==> config.mk <==
export PLATFORM = sky130hd
export DESIGN_NAME = gled_top
export DESIGN_NICKNAME = d
export VERILOG_FILES = /design/src/hw/gled_pkg.sv /design/src/hw/gled_top.sv
export VERILOG_INCLUDE_DIRS = /design/src /design/src/hw
export SDC_FILE = /design/constraint.sdc
export NUM_CORES = 1
export LEC_CHECK = 0
export BUFFER_PORTS_ARGS = -buffer_cell sky130_fd_sc_hd__buf_2
export CAP_MARGIN = 20
export CORE_MARGIN = 5
export CORE_UTILIZATION = 51
export CTS_BUF_LIST = sky130_fd_sc_hd__clkbuf_8 sky130_fd_sc_hd__clkbuf_16
export DETAILED_ROUTE_END_ITERATION = 7
export PLACE_DENSITY = 0.82
export SYNTH_ARGS = -nofsm -noshare
export SYNTH_HDL_FRONTEND = slang
export SYNTH_SLANG_ARGS = --single-unit
==> constraint.sdc <==
create_clock -name ref_clk -period 2.5 [get_ports ref_clk]
set_input_delay 0.25 -clock ref_clk [delete_from_list [all_inputs] [get_ports ref_clk]]
set_output_delay 0.25 -clock ref_clk [all_outputs]
set_load 0.01 [all_outputs]
==> src/hw/gled_regs.svh <==
// Register offsets, field layouts, reset values and timing figures
// for the indicator pin block.
// Assumes a 4-bit byte address on the register bus and 32-bit data.
`ifndef GLED_REGS_SVH
`define GLED_REGS_SVH

`define GLED_ADDR_W 4
`define GLED_NPIN 3
`define GLED_CFG_W 6
`define GLED_TMR_W 24

`define GLED_CFG_OFFS 4'h0
`define GLED_DOUT_OFFS 4'h4
`define GLED_STAT_OFFS 4'h8

`define GLED_CFG_RST 6'h00
`define GLED_DOUT_RST 3'h0
`define GLED_IND_RST 3'h7

`define GLED_RESP_OKAY 2'h0
`define GLED_RESP_SLVERR 2'h2

`define GLED_BLINK_MS 80
`define GLED_CLK_KHZ 125000

`endif

==> src/hw/gled_pkg.sv <==
// Types shared by the indicator pin block.
// Assumes gled_regs.svh is on the include path.
`include "gled_regs.svh"
`default_nettype none

package gled_pkg;

    // Function of one pin, two configuration bits per pin.
    typedef enum logic [1:0] {
        MODE_IN = 2'b00,
        MODE_PP = 2'b01,
        MODE_OD = 2'b10,
        MODE_LED = 2'b11
    } gled_mode_t;

    // Phase of the activity blink.
    typedef enum logic [1:0] {
        BLK_ON = 2'b00,
        BLK_OFF = 2'b01,
        BLK_HOLD = 2'b10
    } gled_blink_t;

    // Whole state of the block.
    typedef struct packed {
        logic [`GLED_CFG_W-1:0] cfg;
        logic [`GLED_NPIN-1:0] dout;
        logic aw_got;
        logic w_got;
        logic [`GLED_ADDR_W-1:0] waddr;
        logic [31:0] wdata;
        logic [3:0] wstrb;
        logic bvalid;
        logic [1:0] bresp;
        logic rvalid;
        logic [31:0] rdata;
        logic [1:0] rresp;
        gled_blink_t blink;
        logic [`GLED_TMR_W-1:0] timer;
        logic [`GLED_NPIN-1:0] ind_n;
        logic [`GLED_NPIN-1:0] pin_out;
        logic [`GLED_NPIN-1:0] pin_oe;
    } gled_state_t;

endpackage

`default_nettype wire

==> src/hw/gled_top.sv <==
// Three multipurpose pins: input, push-pull, open-drain or status LED,
// with an AXI4-Lite register slave.
// Assumes link state inputs come synchronous to ref_clk from the PHY.
// Operation
// - Each pin: push-pull, open-drain or input.
// - LED mode also selectable; drives open-drain.
// - Speed LED low unless 10 Mb/s link; code also holds it low while autoneg_busy.
// - Link LED low on link, no blink.
// - Activity on link blinks LED off 80 ms.
// - After blink, stay on at least 80 ms.
// - Duplex LED low when full duplex.
`include "gled_regs.svh"
`default_nettype none

module gled_top #(
    parameter int unsigned BLINK_CYCLES =
        `GLED_BLINK_MS * `GLED_CLK_KHZ
) (
    input wire logic ref_clk,
    input wire logic rst,
    input wire logic awvalid,
    output logic awready,
    input wire logic [`GLED_ADDR_W-1:0] awaddr,
    input wire logic wvalid,
    output logic wready,
    input wire logic [31:0] wdata,
    input wire logic [3:0] wstrb,
    output logic bvalid,
    input wire logic bready,
    output logic [1:0] bresp,
    input wire logic arvalid,
    output logic arready,
    input wire logic [`GLED_ADDR_W-1:0] araddr,
    output logic rvalid,
    input wire logic rready,
    output logic [31:0] rdata,
    output logic [1:0] rresp,
    input wire logic link_up,
    input wire logic speed_100,
    input wire logic autoneg_busy,
    input wire logic full_duplex,
    input wire logic tx_activity,
    input wire logic rx_activity,
    input wire logic [`GLED_NPIN-1:0] indicator_pins_in,
    output logic [`GLED_NPIN-1:0] indicator_pins_out,
    output logic [`GLED_NPIN-1:0] indicator_pins_oe,
    output logic speed_indicator_n,
    output logic link_activity_indicator_n,
    output logic duplex_indicator_n
);
    import gled_pkg::*;

    // Last count of an 80 ms interval; the timer runs 0 to this value.
    localparam logic [`GLED_TMR_W-1:0] TMR_LAST =
        `GLED_TMR_W'(BLINK_CYCLES - 1);

    gled_state_t r_reg;
    gled_state_t r_next;
    gled_mode_t pin_mode;
    logic act;

    // Channels accept only while their half of a write is still missing
    // and no response is pending, so one write is under way at a time.
    assign awready = !r_reg.aw_got && !r_reg.bvalid;
    assign wready = !r_reg.w_got && !r_reg.bvalid;
    assign arready = !r_reg.rvalid;

    // Outputs straight from the state register.
    assign bvalid = r_reg.bvalid;
    assign bresp = r_reg.bresp;
    assign rvalid = r_reg.rvalid;
    assign rdata = r_reg.rdata;
    assign rresp = r_reg.rresp;
    assign indicator_pins_out = r_reg.pin_out;
    assign indicator_pins_oe = r_reg.pin_oe;
    assign speed_indicator_n = r_reg.ind_n[0];
    assign link_activity_indicator_n = r_reg.ind_n[1];
    assign duplex_indicator_n = r_reg.ind_n[2];

    // Next-state logic for bus slave, blink timer and pin drivers.
    always_comb begin
        r_next = r_reg;
        pin_mode = MODE_IN;
        act = tx_activity | rx_activity;

        // Write address and data are caught in either order.
        if (awvalid && awready) begin
            r_next.aw_got = 1'b1;
            r_next.waddr = awaddr;
        end
        if (wvalid && wready) begin
            r_next.w_got = 1'b1;
            r_next.wdata = wdata;
            r_next.wstrb = wstrb;
        end
        if (r_reg.bvalid && bready) begin
            r_next.bvalid = 1'b0;
        end
        if (r_reg.aw_got && r_reg.w_got && !r_reg.bvalid) begin
            r_next.aw_got = 1'b0;
            r_next.w_got = 1'b0;
            r_next.bvalid = 1'b1;
            r_next.bresp = `GLED_RESP_OKAY;
            case (r_reg.waddr)
                `GLED_CFG_OFFS: begin
                    if (r_reg.wstrb[0]) begin
                        r_next.cfg = r_reg.wdata[`GLED_CFG_W-1:0];
                    end
                end
                `GLED_DOUT_OFFS: begin
                    if (r_reg.wstrb[0]) begin
                        r_next.dout = r_reg.wdata[`GLED_NPIN-1:0];
                    end
                end
                `GLED_STAT_OFFS: begin
                    r_next.bresp = `GLED_RESP_OKAY;
                end
                default: begin
                    r_next.bresp = `GLED_RESP_SLVERR;
                end
            endcase
        end

        // Reads answer one cycle after the address is taken.
        if (arvalid && arready) begin
            r_next.rvalid = 1'b1;
            r_next.rresp = `GLED_RESP_OKAY;
            case (araddr)
                `GLED_CFG_OFFS: begin
                    r_next.rdata = {26'h0000000, r_reg.cfg};
                end
                `GLED_DOUT_OFFS: begin
                    r_next.rdata = {29'h00000000, r_reg.dout};
                end
                `GLED_STAT_OFFS: begin
                    r_next.rdata = {25'h0000000, r_reg.ind_n, 1'b0,
                        indicator_pins_in};
                end
                default: begin
                    r_next.rdata = 32'h00000000;
                    r_next.rresp = `GLED_RESP_SLVERR;
                end
            endcase
        end else if (r_reg.rvalid && rready) begin
            r_next.rvalid = 1'b0;
        end

        // Activity blink: off for one interval, then a forced on
        // interval so that steady traffic still shows as a visible flash.
        case (r_reg.blink)
            BLK_ON: begin
                if (link_up && act) begin
                    r_next.blink = BLK_OFF;
                    r_next.timer = '0;
                end
            end
            BLK_OFF: begin
                if (r_reg.timer == TMR_LAST) begin
                    r_next.blink = BLK_HOLD;
                    r_next.timer = '0;
                end else begin
                    r_next.timer = r_reg.timer + 1'b1;
                end
            end
            BLK_HOLD: begin
                if (r_reg.timer == TMR_LAST) begin
                    r_next.blink = BLK_ON;
                end else begin
                    r_next.timer = r_reg.timer + 1'b1;
                end
            end
            default: begin
                r_next.blink = BLK_ON;
            end
        endcase
        // A lost link abandons any blink in progress.
        if (!link_up) begin
            r_next.blink = BLK_ON;
            r_next.timer = '0;
        end

        // Indicator levels, all active low toward the LED.
        r_next.ind_n[0] = link_up & ~speed_100 & ~autoneg_busy;
        r_next.ind_n[1] = ~(link_up & (r_next.blink != BLK_OFF));
        r_next.ind_n[2] = ~(link_up & full_duplex);

        // Pin drivers; LED mode never drives high so the LED can sit
        // on a different supply than the pad.
        for (int i = 0; i < `GLED_NPIN; i++) begin
            pin_mode = gled_mode_t'(r_next.cfg[2*i +: 2]);
            case (pin_mode)
                MODE_PP: begin
                    r_next.pin_out[i] = r_next.dout[i];
                    r_next.pin_oe[i] = 1'b1;
                end
                MODE_OD: begin
                    r_next.pin_out[i] = 1'b0;
                    r_next.pin_oe[i] = ~r_next.dout[i];
                end
                MODE_LED: begin
                    r_next.pin_out[i] = 1'b0;
                    r_next.pin_oe[i] = ~r_next.ind_n[i];
                end
                default: begin
                    r_next.pin_out[i] = 1'b0;
                    r_next.pin_oe[i] = 1'b0;
                end
            endcase
        end
    end

    // State register; reset leaves every pin an undriven input.
    always_ff @(posedge ref_clk) begin
        if (rst) begin
            r_reg <= '0;
            r_reg.ind_n <= `GLED_IND_RST;
        end else begin
            r_reg <= r_next;
        end
    end
endmodule

`default_nettype wire

After elaboration in Yosys (flattened, before gate mapping)

Index checks and enable logic that the tools add are counted.

Bits of input ports: 60
Output and inout bits: 50
Word-level logic and storage cells: 109
Register bits: 95

Reduce and logical (&&, ||, !) cells: 28
Add/sub/neg operators: 1
Eq/ne operators: 19
Bitwise gates (word level): 17
Multiplexer cells: 25

Operators by type and width:

| cell                                                                   | count |
|---|---|
| 24-bit one-hot mux with 3 select lines                                 | 1 |
| 26-bit 2-to-1 mux                                                      | 2 |
| 24-bit 2-to-1 mux                                                      | 2 |
| 24-bit by 1-bit adder with 24-bit output (second input constant)       | 1 |
| 24-bit equality test (second input constant)                           | 1 |
| 7-bit one-hot mux with 3 select lines                                  | 1 |
| 2-bit equality test (second input constant)                            | 7 |
| 6-bit 2-to-1 mux                                                       | 2 |
| 1-bit NOT                                                              | 12 |
| 11-bit 2-to-1 mux                                                      | 1 |
| 1-bit logical AND                                                      | 10 |
| 2-bit OR reduction                                                     | 5 |
| 3-bit 2-to-1 mux                                                       | 3 |
| 1-bit one-hot mux with 3 select lines                                  | 3 |
| 2-bit by 1-bit equality test with 1-bit output (second input constant) | 4 |
| 4-bit by 3-bit equality test with 1-bit output (second input constant) | 2 |
| 4-bit equality test (second input constant)                            | 2 |
| 4-bit zero test                                                        | 2 |
| 2-bit 2-to-1 mux                                                       | 4 |
| 2-bit one-hot mux with 3 select lines                                  | 1 |
| 3-bit OR reduction                                                     | 2 |
| 1-bit 2-to-1 mux                                                       | 5 |
| 1-bit bitwise AND                                                      | 4 |
| 1-bit zero test                                                        | 4 |
| 7 further kinds                                                        | 9 |

Longest topological paths before layout

Gate-level depths: netlist of run 1.

Depth after elaboration: 8
Depth in mapped cells: 8
Gate-level depth less buffers: 8

Worst setup path before layout of run 1

Ideal clock, no wire load.

Kind: reg-to-reg
From: register r_reg[9] (netlist bit)
To: register r_reg[32] (netlist bit)
Setup time: 0.070 ns
Arrival: 1.870 ns
Slack: 0.560 ns
Required time: 2.430 ns
Clock period less this slack: 1.940 ns
Path buffers: 2
Stages on the path, launching flop included: 9
Cell sequence: dfxtp_1 ha_1 nand2_1 nor4_1 nand4_1 buf_2 a31o_2 buf_2 a21oi_1

Longest elaborated chain between the ends: 3
Elaborated cells on any way between the ends: 7
Those cells by class: add/sub: 1; eq/ne: 2; mux: 3; reduce/logical: 1

RTL lines:

| what                                                                             | line            | RTL |
|---|---|---|
| from (decl)                                                                      | gled_top.sv:57  | `gled_state_t r_reg;` |
| from (signal assigned)                                                           | gled_top.sv:218 | `r_reg <= r_next;` |
| 24-bit by 1-bit adder with 24-bit output or 24-bit equality test (tied branches) | --              |  |
| 24-bit 2-to-1 mux, or another cell as far along                                  | gled_top.sv:166 | `if (r_reg.timer == TMR_LAST) begin` |
| 24-bit one-hot mux with 3 select lines or 3-bit AND reduction (tied branches)    | --              |  |

Several ways; a longest one is shown, not always the timed one. The select of a mux whose other input is x is not followed.
A chain may end at the register's enable or synchronous reset.

Final worst setup path of run 1

From: register r_reg[24] (netlist bit)
To: register r_reg[29] (netlist bit)

Same word-level chain as after synthesis.

==> results of run 1 <==
[worst min path at each step]
| stage | cells past startpoint | slack, ns | to | startpoint |
|---|---|---|---|---|
| after floorplan | 1 | 0.33 | duplex_indicator_n$_SDFF_PP1_ | full_duplex |
| after global routing | 2 | 0.08 | rvalid$_SDFFE_PP0P_ | rready |
| after CTS | 2 | 0.09 | rvalid$_SDFFE_PP0P_ | rready |
| after global placement | 2 | 0.44 | rdata[6]$_SDFFE_PP0P_ | rdata[6]$_SDFFE_PP0P_ |
| after detailed placement | 2 | 0.44 | rresp[1]$_SDFFE_PP0P_ | rresp[1]$_SDFFE_PP0P_ |
| final | 2 | 0.09 | rvalid$_SDFFE_PP0P_ | rready |
[final cells by class]
cell class	count	area (sq um)	share of cell area, %
clock inverter	7	98.8	2.64
inverter	8	30.0	0.801
multi-input combinational	280	1720	45.9
sequential	68	1360	36.3
clock buffer	9	124	3.30
tap	77	96.3	2.57
timing repair buffer	60	318	8.48
[layer usage]
metal,part of all wire (%),up-vias,global-route usage (%)
met5,0,-,0
met4,1.6,0,6.72
met3,6.5,11,4.79
met2,50,77,28.4
met1,42,1255,19.7
li1,-,1357,-
[worst reg2reg max path: stages (launching register included)]
cell,delay [ns]
dfxtp_1,0.41
nor4bb_1,0.37
nand4_1,0.18
o21ai_0,0.47
a31o_2,0.42
buf_4,0.22
nor2_1,0.06
[per-stage QoR]
step           total power [uW]  hold WS (ns)  utilization [%]  cell area (sq um)
2_1_floorplan              1310         0.334                -               3480
3_3_place_gp               1330         0.438             55.2               3530
3_5_place_dp               1330         0.443             55.2               3530
4_1_cts                    2340        0.0866             58.7               3750
5_1_grt                    2420        0.0843             58.7               3750
6_report                   2320        0.0924             58.7               3750
[power by group through the flow]
stage | combinational (uW) | clock, uW | sequential, uW
floorplan | 157 | 0 | 1150
detailed placement | 180 | 0 | 1150
CTS | 182 | 1030 | 1130
global route | 201 | 1080 | 1130
finish | 183 | 1010 | 1130
global placement | 178 | 0 | 1150
[cell families after synthesis]
logic type	synth area share, %
xor gates and xnor gates	4.66
muxes	8.17
AOI/OAI and AO/OA	9.28
other	0.111
DFF	40.2
buffers and inverters	11.8
adders and majority gates	1.85
and+or+nand+nor	23.9
[placed cells by master, fill, tap and decap left out, types with 2 or more instances in the layout]
cell type / n
nand2b_1: 4
nor3b_1: 2
nand3_1: 9
or3_1: 2
inv_1: 8
and2_1: 3
nor2_1: 58
nor4bb_1: 2
buf_4: 7
nor4_1: 7
a21oi_1: 16
mux2i_1: 25
nand4_1: 11
dfxtp_1: 68
xnor2_1: 4
xor2_1: 14
o21ai_0: 11
a2111oi_0: 2
a211oi_1: 4
or4_1: 3
nor3_1: 5
and4_1: 6
ha_1: 5
conb_1: 27
clkbuf_8: 9
and3_1: 8
nand2_1: 19
a22oi_1: 3
nor2b_1: 7
buf_2: 53
bufinv_16: 2
nand3b_1: 3
a31oi_1: 2
clkinv_4: 2
==> results.py, run 1 <==
metrics = {
    "setup_path": {
        "worst_setup_path_start_kind": "register",
        "max_stage_delay_ns": 0.47,
        "worstPathMaxFanout": 12,
        "timing.rr.start": "r_reg[24]$_SDFFE_PP0P_",
        "worstReg2RegEnd": "r_reg[29]$_SDFFE_PP0P_",
        "worstSetupEndpointType": "register",
        "reg2reg_depth": 6,
        "crit_path_start": "r_reg[24]$_SDFFE_PP0P_",
        "crit_end": "r_reg[29]$_SDFFE_PP0P_",
        "timing.setup.critical_path_class": "register to register",
        "worst_ep_required_time_ns": 2.73,
        "cp_data_arrival_time_ns": 2.48,
        "worstPathCellList": "nor4bb_1 > nand4_1 > o21ai_0 > a31o_2 > buf_4 > nor2_1",
        "stages_on_worst_setup_path": 6,
        "worst_reg2reg_setup_slack_ns": 0.25,
        "worst-path-buf-inv": 1,
        "critical_path_top_delay_cell": "o21ai_0",
        "family_with_the_most_delay_on_the_worst_path": "compound AO/OA/AOI/OAI gates",
    },
    "layout": {
        "largest_reg_flops": 48,
        "diode_count": 0,
        "drive_gt1_share_pct": 19.7,
        "fillers": 569,
        "area_added_between_synthesis_and_finish_pct": 10.8,
        "number_of_nets_in_the_final_layout": 492,
        "instances_no_fill": 509,
    },
    "cts": {
        "htreeDepth": 3,
        "cts_hold_repair.buffers": 0,
        "cts_repair_resize_count": 0,
        "clkSinkCount": 68,
        "latest_clock_arrival_within_the_worst_skew_pair_ns": 0.35,
        "tritoncts": "built",
        "clkSlewWorstSetupHoldPaths_ns": 0.08,
        "root_buffer": "clkbuf_8",
        "cts_setup_buffers": 0,
        "cts_inserted_buffers": 9,
        "cts-root-to-sink-buffers": 2,
    },
    "die": {
        "fp.dieW_microns": 91.5,
        "core-area_sq_um": 6390,
        "floorplan.rows": 29,
        "die_area_sq_um": 8360,
        "die_h_microns": 91.5,
        "top_level_pins": 110,
        "effective_utilization_at_floorplan_pct": 53.0,
    },
    "power": {
        "netSwitchingFraction_pct": 24.8,
        "sequentialPowerShare_pct": 48.6,
        "power_density_nw_per_um2": 620,
        "power.switching_uw": 576,
        "proportion_of_power_drawn_by_combinational_gates_pct": 7.9,
        "max_ir_drop_vdd_v": 0.000372,
        "p_leak_uw": 0.00155,
        "clockPowerShare_pct": 43.5,
        "p_int_uw": 1750,
    },
    "sta": {
        "max_slew.worst_pin.slew_ns": 0.646,
        "timing.max_slew.rel_slack_pct": 57.0,
        "finalCritPeriodShare_pct": 89.9,
        "setup-violations-final": 0,
        "timing_hold_violations_final": 0,
        "clock.fmax_mhz": 445,
        "worst_clock_skew_ns": 0.0111,
        "worst_slack_ns": 0.252,
        "drv_slew": 0,
        "finalSetupTns_ns": 0,
        "setup_repair_after_global_routing_missed_its_margin": "false",
        "min_period_ns": 2.25,
    },
    "min_path": {
        "hp-class": "input port to register",
    },
    "placement": {
        "place_worst_setup_slack_ns": 0.323,
        "dp_hpwl_mm": 5.24,
        "io_buffers": 53,
        "gp_routability_congestion": 0.813,
        "place_inst": 493,
    },
    "logic_synthesis": {
        "post_synth_num_cell_types": 51,
        "synth_largest_type_area_fraction_pct": 40.2,
        "seq_area_frac_synth_pct": 40.2,
        "gate_count_after_technology_mapping": 385,
        "post-synth-top-count-cell": "dfxtp_1",
        "async_reset_ff_share_pct": 0,
        "yosys_warnings": 0,
        "top_flip_flop_cell_by_instance_count_after_synthesis": "dfxtp_1",
        "syn_avg_cell_area_sq_um": 8.79,
        "synth-edff-count": 0,
        "yosys-top-cells-area": "dfxtp_1 (40%), buf_4 (9.3%), mux2i_1 (7.4%), nor2_1 (6.4%), xor2_1 (3.6%)",
        "synthesis.area_sq_um": 3380,
        "synth_top_cell_by_area": "dfxtp_1",
        "synth_seq_cells": 68,
        "synth.cells.most_frequent": "dfxtp_1 (68), nor2_1 (58), buf_4 (42)",
    },
    "detailed_routing": {
        "wl_per_cell_microns": 13.8,
        "detail_route.first_pass.iterations": 4,
        "dr_total_vias": 2700,
        "drt.antenna.violating_nets": 0,
        "route.final.wire_length_mm": 7.04,
        "dr.first_iter.drc_count": 89,
        "detail_route.vias_per_cell": 5.30,
        "remaining_drc_errors": 0,
    },
    "global_route": {
        "global_route.overflow_total": 0,
        "gr-usage-all-layers_pct": 16.7,
        "grt_pass1_vias": 2559,
        "antenna_found_initial": 0,
        "wire_length_of_the_first_global_routing_pass_mm": 11.5,
        "grt_start_max_net_pins": 41,
    },
    "status": {
        "status": "completed",
    },
    "flow_run": {
        "maxCapViolCount": 0,
    },
}
No activity file was read; power rests on OpenSTA's default activity.
==> run 2, diff against run 1 <==
- RECOVER_POWER: not set -> 50
==> run 2 against run 1 <==
Net effect:
- via count is 0.33% lower
- sequential share of layout area is 0.29 points higher
- flip-flop and latch count is the same
- critical path depth stayed put
- the flow now finishes with violations (max-capacitance violations, max-slew violations)
- wire length about the same
- fmax grew 0.86%
- die area unchanged
==> results.py, run 2 (same netlist as run 1, synthesis figures left out) <==
metrics = {
    "global_route": {
        "antenna_found_initial": 0,
        "gr-usage-all-layers_pct": 16.7,
        "global_route.overflow_total": 0,
        "grt_start_max_net_pins": 41,
        "wire_length_of_the_first_global_routing_pass_mm": 11.5,
        "grt_pass1_vias": 2559,
    },
    "layout": {
        "drive_gt1_share_pct": 14.1,
        "largest_reg_flops": 48,
        "mostFrequentLayoutCell": "dfxtp_1",
        "area_added_between_synthesis_and_finish_pct": 9.95,
        "diode_count": 0,
        "commonest_non_fill_non_tap_cells_in_the_layout": "dfxtp_1 (68), nor2_1 (58), buf_2 (29)",
        "fillers": 586,
        "final_cell_area_sq_um": 3720,
        "number_of_nets_in_the_final_layout": 492,
    },
    "cts": {
        "tritoncts": "built",
        "cts-root-to-sink-buffers": 2,
        "cts_inserted_buffers": 9,
        "clkSlewWorstSetupHoldPaths_ns": 0.08,
        "clkSinkCount": 68,
        "htreeDepth": 3,
        "cts_setup_buffers": 0,
        "cts_hold_repair.buffers": 0,
        "latest_clock_arrival_within_the_worst_skew_pair_ns": 0.34,
        "root_buffer": "clkbuf_8",
        "cts_repair_resize_count": 0,
    },
    "power": {
        "p_int_uw": 1740,
        "clockPowerShare_pct": 43.5,
        "sequentialPowerShare_pct": 48.7,
        "power.switching_uw": 574,
        "power_density_nw_per_um2": 623,
        "netSwitchingFraction_pct": 24.8,
        "p_leak_uw": 0.00146,
        "max_ir_drop_vdd_v": 0.000372,
        "proportion_of_power_drawn_by_combinational_gates_pct": 7.7,
        "total_power_uw": 2320,
    },
    "detailed_routing": {
        "dr_total_vias": 2691,
        "remaining_drc_errors": 0,
        "detail_route.first_pass.iterations": 4,
        "drt.antenna.violating_nets": 0,
        "wl_per_cell_microns": 13.8,
        "detail_route.vias_per_cell": 5.29,
        "dr.first_iter.drc_count": 90,
        "route.final.wire_length_mm": 7.04,
    },
    "sta": {
        "setup_repair_after_global_routing_missed_its_margin": "false",
        "setup-violations-final": 0,
        "fin_worst_hold_slack_ns": 0.0940,
        "clock.fmax_mhz": 449,
        "max_slew.worst_pin.slew_ns": 1.55,
        "timing.max_slew.rel_slack_pct": -3.60,
        "finalSetupTns_ns": 0,
        "min_period_ns": 2.23,
        "worst_clock_skew_ns": 0.0110,
        "drv_slew": 41,
        "finalCritPeriodShare_pct": 89.2,
        "timing_hold_violations_final": 0,
    },
    "die": {
        "core-area_sq_um": 6390,
        "fp.dieW_microns": 91.5,
        "top_level_pins": 110,
        "die_h_microns": 91.5,
        "floorplan.rows": 29,
        "effective_utilization_at_floorplan_pct": 53.0,
        "die_area_sq_um": 8360,
    },
    "setup_path": {
        "worstSetupEndpointType": "register",
        "worst_setup_path_start_kind": "register",
        "worst_ep_required_time_ns": 2.73,
        "timing.setup.critical_path_class": "register to register",
        "worstPathMaxFanout": 12,
        "cp_data_arrival_time_ns": 2.46,
        "reg2reg_depth": 6,
    },
    "placement": {
        "dp_hpwl_mm": 5.24,
        "io_buffers": 53,
        "placed_instance_area_sq_um": 3530,
        "gp_routability_congestion": 0.813,
    },
    "min_path": {
        "min_delay_path_depth": 2,
        "hp-class": "input port to register",
    },
    "status": {
        "failed_checks": "max-capacitance violations, max-slew violations",
        "status": "finished with violations",
    },
    "flow_run": {
        "maxCapViolCount": 1,
    },
}
==> run 2: final cells by class <==
type,count,area [sq um],share of cell area (%)
multi-input cells,280,1720,46.3
flip-flops and latches,68,1360,36.6
repair buffers,60,288,7.74
clock buffers,9,124,3.33
clock inverters,7,98.8,2.66
well taps,77,96.3,2.59
inverters,8,30.0,0.807
==> run 2: critical path, cell delays in order, from the launching register on <==
cell and delay [ns]:
dfxtp_1 0.41, nor4bb_1 0.37, nand4_1 0.18, o21ai_0 0.46
a31o_2 0.42, buf_4 0.22, nor2_1 0.06
==> run 2: power by group through the flow <==
stage	clock network, uW	registers (uW)	logic (uW)
after floorplan	0	1150	157
after global placement	0	1150	178
after detailed placement	0	1150	180
after CTS	1030	1130	182
after global routing	1080	1130	198
final	1010	1130	180
==> run 2: metal layers <==
layer	vias to the layer above	routed length, microns	GRT usage [%]
li1	1359	-	-
met1	1252	3020	19.7
met2	69	3470	28.4
met3	11	431	4.79
met4	0	118	6.72
met5	-	0	0
==> run 2: per-stage QoR <==
stage               std cells  worst slack [ns]  utilization [%]
floorplan                 411             0.560                -
global placement          493             0.354             55.2
detailed placement        493             0.323             55.2
CTS                       509             0.267             58.7
global route              509            0.0861             58.2
finish                    509             0.271             58.2
==> run 2: worst paths after layout <==
check	slack [ns]	start	endpoint
worst max-delay path	0.27	r_reg[24]$_SDFFE_PP0P_	r_reg[29]$_SDFFE_PP0P_
worst min-delay path	0.09	rready	rvalid$_SDFFE_PP0P_
worst max register to register	0.27	r_reg[24]$_SDFFE_PP0P_	r_reg[29]$_SDFFE_PP0P_
worst min register to register	0.46	rresp[1]$_SDFFE_PP0P_	rresp[1]$_SDFFE_PP0P_
